`src/rtl/mst_pkg.sv`:
```
// package for the slot timer: constants and carrier types
package mst_pkg;
  localparam int CNT_W = 16;
  localparam int OVF_W = 8;
  localparam int CMD_W = 4;
  localparam logic [CNT_W-1:0] CNT_RESET = 16'h0000;
  localparam logic [CNT_W-1:0] PERIOD_RESET = 16'hFFFF;
  localparam logic [CNT_W-1:0] CMP_RESET = 16'hFFFF;
  localparam logic [OVF_W-1:0] OVF_RESET = 8'h00;
  localparam logic [CMD_W-1:0] CMD_RESET = 4'h0;
  localparam logic [CNT_W-1:0] CNT_ONE = 16'h0001;
  localparam logic [OVF_W-1:0] OVF_ONE = 8'h01;
  localparam int FLG_OVF = 0;
  localparam int FLG_CAP = 1;
  localparam int FLG_CMP = 2;
  localparam int FLG_W = 3;

  typedef struct packed {
    logic frame_delim;
    logic tx_end;
  } mst_radio_ev_t;

  typedef struct packed {
    logic strobe;
    logic [CMD_W-1:0] cmd;
  } mst_strobe_t;
endpackage : mst_pkg

```
`src/rtl/mst_timer.sv`:
```
// slot timer core: period counter, overflow tally, capture and compare strobe
`timescale 1ns/1ps
module mst_timer
  import mst_pkg::*;
(
  input wire logic CLK,
  input wire logic RST,
  input wire logic RUN,
  input wire logic [CNT_W-1:0] PERIOD,
  input wire logic [CNT_W-1:0] CMP_VALUE,
  input wire logic [CMD_W-1:0] CMP_CMD,
  input wire logic CMP_ENABLE,
  input wire logic CAP_ON_TX_END,
  input wire mst_radio_ev_t RADIO_EV,
  input wire logic [FLG_W-1:0] FLAG_CLEAR,
  output logic [CNT_W-1:0] COUNT,
  output logic [OVF_W-1:0] OVF_COUNT,
  output logic [CNT_W-1:0] CAPTURE,
  output mst_strobe_t RADIO_STROBE,
  output logic [FLG_W-1:0] FLAGS
);
  logic [CNT_W-1:0] cnt_reg, cnt_next;
  logic [OVF_W-1:0] ovf_reg, ovf_next;
  logic [CNT_W-1:0] cap_reg, cap_next;
  mst_strobe_t stb_reg, stb_next;
  logic [FLG_W-1:0] flg_reg, flg_next;
  logic wrap;
  logic cap_ev;
  logic cmp_hit;
  logic [FLG_W-1:0] set_ev;

  always_comb
  begin
    wrap = RUN && (cnt_reg >= PERIOD);
    cap_ev = RADIO_EV.frame_delim || (CAP_ON_TX_END && RADIO_EV.tx_end);
    // match on every cycle that CMP_ENABLE and RUN are high and the counter holds CMP_VALUE, even if it did not just advance into it
    cmp_hit = CMP_ENABLE && RUN && (cnt_reg == CMP_VALUE);
    cnt_next = cnt_reg;
    ovf_next = ovf_reg;
    cap_next = cap_reg;
    stb_next.strobe = 1'b0;
    stb_next.cmd = stb_reg.cmd;
    if (wrap)
    begin
      cnt_next = CNT_RESET;
      ovf_next = ovf_reg + OVF_ONE;
    end
    else if (RUN)
    begin
      cnt_next = cnt_reg + CNT_ONE;
    end
    if (cap_ev)
    begin
      cap_next = cnt_reg;
    end
    if (cmp_hit)
    begin
      stb_next.strobe = 1'b1;
      stb_next.cmd = CMP_CMD;
    end
    set_ev = '0;
    set_ev[FLG_OVF] = wrap;
    set_ev[FLG_CAP] = cap_ev;
    set_ev[FLG_CMP] = cmp_hit;
    // set wins over a clear in the same cycle so no event is lost
    flg_next = (flg_reg & ~FLAG_CLEAR) | set_ev;
  end

  always_ff @(posedge CLK)
  begin
    if (RST)
    begin
      cnt_reg <= CNT_RESET;
      ovf_reg <= OVF_RESET;
      cap_reg <= CNT_RESET;
      stb_reg.strobe <= 1'b0;
      stb_reg.cmd <= CMD_RESET;
      flg_reg <= '0;
    end
    else
    begin
      cnt_reg <= cnt_next;
      ovf_reg <= ovf_next;
      cap_reg <= cap_next;
      stb_reg <= stb_next;
      flg_reg <= flg_next;
    end
  end

  assign COUNT = cnt_reg;
  assign OVF_COUNT = ovf_reg;
  assign CAPTURE = cap_reg;
  assign RADIO_STROBE = stb_reg;
  assign FLAGS = flg_reg;
endmodule : mst_timer

```
`config.mk`:
```
export PLATFORM = sky130hd
export DESIGN_NAME = mst_timer
export DESIGN_NICKNAME = d
export VERILOG_FILES = /design/src/rtl/mst_pkg.sv /design/src/rtl/mst_timer.sv
export SDC_FILE = /design/constraint.sdc
export NUM_CORES = 1
export LEC_CHECK = 0
export ABC_CLOCK_PERIOD_IN_PS = 2300
export CORE_ASPECT_RATIO = 1.2
export CORE_MARGIN = 2
export CORE_UTILIZATION = 50
export CTS_CLUSTER_DIAMETER = 60
export DETAILED_ROUTE_END_ITERATION = 16
export DONT_BUFFER_PORTS = 1
export PLACE_DENSITY = 0.68
export SETUP_SLACK_MARGIN = 0.02
export SLEW_MARGIN = 20
export SYNTH_ARGS = -nofsm -noshare
export SYNTH_HDL_FRONTEND = slang
export SYNTH_SLANG_ARGS = --single-unit
```
`constraint.sdc`:
```
create_clock -name CLK -period 2.3 [get_ports CLK]
set_clock_uncertainty 0.2 [all_clocks]
set_input_delay 0.115 -clock CLK [delete_from_list [all_inputs] [get_ports CLK]]
set_output_delay 0.115 -clock CLK [all_outputs]
set_load 0.1 [all_outputs]
```
; Word-level counts from Yosys, hierarchy flattened
; Index checks and enable logic that the tools add are counted.
[word_totals]
regBits = 48
input_bits = 46
out_inout_bits = 48
elab_cells = 20
[op_classes]
addsub = 2
magnitude_cmp = 1
eq_ne = 1
n_mux = 1
n_bitwise = 3
n_reduce_logical = 6
[ops]
columns = operator, n
row1 = "16-bit by 1-bit adder with 16-bit output, second input constant", 1
row2 = 16-bit equality test, 1
row3 = 16-bit >= comparator, 1
row4 = "8-bit by 1-bit adder with 8-bit output, second input constant", 1
row5 = 5-bit 2-to-1 mux, 1
row6 = 1-bit logical AND, 4
row7 = 3-bit bitwise AND, 1
row8 = 3-bit inverter, 1
row9 = 3-bit bitwise OR, 1
row10 = 2-bit OR reduction, 1
row11 = 1-bit logical OR, 1

; Depth between registers and ports, before layout
[depth]
ltp_word = 3
ltp_mapped = 8
ltp_nobuf = 7

; Least setup slack after synthesis
; OpenSTA, ideal clock, no wires.
[synth_path]
path_kind = register to register
start = reg cnt_reg[0], in the netlist COUNT[0]
end = reg ovf_reg[0], in the netlist OVF_COUNT[0]
setup_time_ns = 0.121
arrival_time_ns = 2.774
required_time_ns = 1.979
path_slack_ns = -0.795
path_stages_with_launch = 8
path_buffers = 0
period_less_slack_ns = 3.095
path_cell_list = dfxtp_1 inv_1 ha_1 nand2b_4 a2111o_1 a32oi_2 a21boi_4 mux2_4
[synth_via]
elab_chain_cells = 2
[synth_rtl]
columns = element, line_no
row1 = "start, declared", mst_timer.sv:22  ; logic [CNT_W-1:0] cnt_reg, cnt_next;
row2 = "start signal, assigned", mst_timer.sv:82  ; cnt_reg <= cnt_next;
row3 = 16-bit >= comparator, mst_timer.sv:34  ; wrap = RUN && (cnt_reg >= PERIOD);
row4 = 1-bit logical AND, mst_timer.sv:34
row5 = "end signal, assigned", mst_timer.sv:83  ; ovf_reg <= ovf_next;
row6 = "end, declared", mst_timer.sv:23  ; logic [OVF_W-1:0] ovf_reg, ovf_next;
; No other way between the ends.
; A chain may end at the register's enable or synchronous reset.

; Worst setup path after layout
; Same ends and word-level chain as after synthesis.

==> results.json <==
{
  "status": "finished, violations left",
  "violations": "negative setup slack",
  "syn2layout_area_growth_pct": 34.8,
  "drcViolationCount": 0,
  "crit_path_top_delay_cell": "a2111o_1",
  "final_cell_count_no_fill": 445,
  "p_per_area_nw_per_um2": 454,
  "r2r_slack_ns": -0.0009,
  "synth-main-ff-cell": "dfxtp_1",
  "first_pass_iters": 4,
  "gp_congestion": 0.867,
  "ys_warn_count": 0,
  "nets": 446,
  "drt-wirelength-per-cell_um": 16.5,
  "first_iter_violations": 124,
  "period_share_pct": 100,
  "max_freq_mhz": 435,
  "yosys.area.top_type": "dfxtp_1",
  "syn_area_per_cell_um2": 8.49,
  "cts_made_buffers": 5,
  "die_w_um": 70.6,
  "worstPathArrival_ns": 2.30,
  "max_slew_margin_pct": 63.6,
  "synth_area_leaders": "dfxtp_1, ha_1, nand2_1",
  "grt_antenna_before_repair": 0,
  "ant_nets": 0,
  "whs_ns": 0.00425,
  "diodes": 0,
  "drive_above_1_share_pct": 29.5,
  "crit_required_ns": 2.30,
  "hp-class": "primary input to register",
  "rsz0062_at_grt": "yes",
  "grt_pass1_wl_um": 11600,
  "htreeDepth": 2,
  "end_kind": "register",
  "netlist_instances": 313,
  "worst-path-max-fanout": 5,
  "ir_worst_vdd_mv": 0.386,
  "drv_slew": 0,
  "synth_nets": 377,
  "totalWireLength_um": 7340,
  "start_util_pct": 50.9,
  "gr-total-overflow": 0,
  "clock_latency_ns": 0.31,
  "row_count": 29,
  "hp-start": "CMP_VALUE[3]",
  "place_area_um2": 3170,
  "grt_max_degree": 57,
  "max_stage_delay_ns": 0.42,
  "async_reset_ff_share_pct": 0,
  "max_cap_violations": 0,
  "core_um2": 5230,
  "clockRootBuffer": "clkbuf_8",
  "seq_area_frac_synth_pct": 36.1,
  "criticalPathCategory": "register to register",
  "dieArea_um2": 5920,
  "worstMarginPinSlew_ns": 0.546,
  "ios": 94,
  "synth.top_cell.area_share_pct": 36.1,
  "grt_pass1_vias": 2544,
  "clk_pin_slew_ns": 0.09,
  "clockBufferDepth": 2,
  "fin_area_um2": 3580,
  "whs_path_depth": 5,
  "setup_violations": 1,
  "min_to": "FLAGS[2]",
  "netlist_area_um2": 2660,
  "path_cells": "inv_2 > ha_4 > nand2b_4 > a2111o_1 > a32oi_4 > a21boi_4 > mux2_4",
  "cts_tree": "done",
  "vias": 2407,
  "yosysMostFrequentCell": "dfxtp_1",
  "netlist_top_cells_count": "dfxtp_1, nand2_1, a21oi_1",
  "vias_per_cell": 5.41,
  "rr_worst_depth": 7,
  "p_leak_uw": 0.00143,
  "track_usage_pct": 24.7,
  "cts.sinks": 48,
  "timing.rr.end": "OVF_COUNT[0]",
  "worst_slack_ns": -0.000878,
  "start_kind": "register",
  "ys_types": 37,
  "timing.rr.start": "COUNT[0]",
  "fin_crit_ns": 2.30,
  "synth_enable_flop_cells": 0,
  "hold_viol_final": 0,
  "io_buffer_count": 0,
  "die_y_um": 83.9,
  "synth_seq_cells": 48,
  "dp.cells": 417,
  "hpwl_um": 5300
}
[final cells by class]
| class | count | area (um^2) |
|---|---|---|
| flip-flops and latches | 48 | 1020 |
| inverters | 19 | 71.3 |
| clock buffers | 8 | 101 |
| multi-input cells | 234 | 1690 |
| well taps | 62 | 77.6 |
| fillers | 438 | 1640 |
| repair buffers | 74 | 628 |
[flip-flops by register name, summed over array words and instances (netlist names)]
name	count
RADIO_STROBE	5
COUNT	16
CAPTURE	16
FLAGS	3
OVF_COUNT	8
[cell families (layout without fill, tap and decap cells)]
| family | after synthesis | in the layout | synth area share [%] |
|---|---|---|---|
| simple gates | 124 | 124 | 24.9 |
| fa+ha+maj | 18 | 18 | 8.47 |
| xor+xnor | 31 | 31 | 10.2 |
| flops | 48 | 48 | 36.1 |
| compound gates | 52 | 52 | 11.7 |
| mux | 9 | 9 | 3.86 |
| buf+inv | 31 | 101 | 4.71 |
[worst max path at each step]
stage / from / end / slack [ns] / cells past startpoint
after floorplan: COUNT[0] / OVF_COUNT[0] / -0.08 / 7
after global placement: COUNT[11] / OVF_COUNT[5] / 0.1 / 6
after detailed placement: COUNT[11] / OVF_COUNT[5] / 0.09 / 6
after CTS: COUNT[11] / OVF_COUNT[5] / 0.01 / 6
after global routing: COUNT[11] / OVF_COUNT[0] / -0.05 / 6
final: COUNT[0] / OVF_COUNT[0] / -0.0009 / 7
[metal layers]
layer | part of all wire, % | up-vias | GRT usage (%)
li1 | - | 1202 | -
met1 | 40 | 1130 | 27.0
met2 | 53 | 69 | 45.5
met3 | 6.8 | 6 | 8.09
met4 | 0.95 | 0 | 6.00
met5 | 0 | - | 0
[power by group]
group,switching (uW),internal [uW]
clock network,288,282
registers,4.29,822
logic,145,83.8
[metrics by stage]
step | utilization [%] | power, uW | setup WS [ns] | TNS [ns]
floorplan | - | 998 | -0.0790 | -0.157
global placement | 60.8 | 1010 | 0.0963 | 0
detailed placement | 60.8 | 1020 | 0.0884 | 0
CTS | 66.8 | 1630 | 0.0140 | 0
global route | 68.6 | 1680 | -0.0454 | -0.228
finish | 68.6 | 1630 | -0.000878 | -0.000878
[cell usage in the layout (no fill, tap or decap), drive strengths merged]
| cell | instances |
|---|---|
| a21boi | 1 |
| mux2 | 7 |
| inv | 19 |
| nand4 | 10 |
| clkbuf | 8 |
| nor2b | 9 |
| a2111o | 1 |
| and3 | 2 |
| dlygate4sd3 | 18 |
| a21oi | 35 |
| nor2 | 15 |
| nand2 | 47 |
| dfxtp | 48 |
| nor4 | 2 |
| a21o | 1 |
| nand3 | 9 |
| a32oi | 2 |
| nand4b | 1 |
| buf | 56 |
| nor3b | 1 |
| o21ba | 1 |
| and3b | 1 |
| nor3 | 19 |
| xor2 | 15 |
| xnor2 | 16 |
| nand2b | 5 |
| and4 | 3 |
| o21ai | 8 |
| a211oi | 3 |
| ha | 18 |
| mux2i | 2 |
[worst max-delay path: cells and delay by family, from the launching register on]
family	cells	cell delay, ns
AO/OA/AOI/OAI	3	0.95
adder cells (fa/ha/maj)	1	0.20
buffers and inverters	1	0.04
flip-flops	1	0.36
multiplexers	1	0.32
AND/OR/NAND/NOR	1	0.12
[timing repair]
action	4_1_cts	5_1_grt
buffers inserted	0	1
endpoints found under the hold margin	48	0
pin swaps	0	9
resized for setup	1	14
setup endpoints to repair	1	22
hold buffers	19	0
Power figures use the tool's default switching activity.
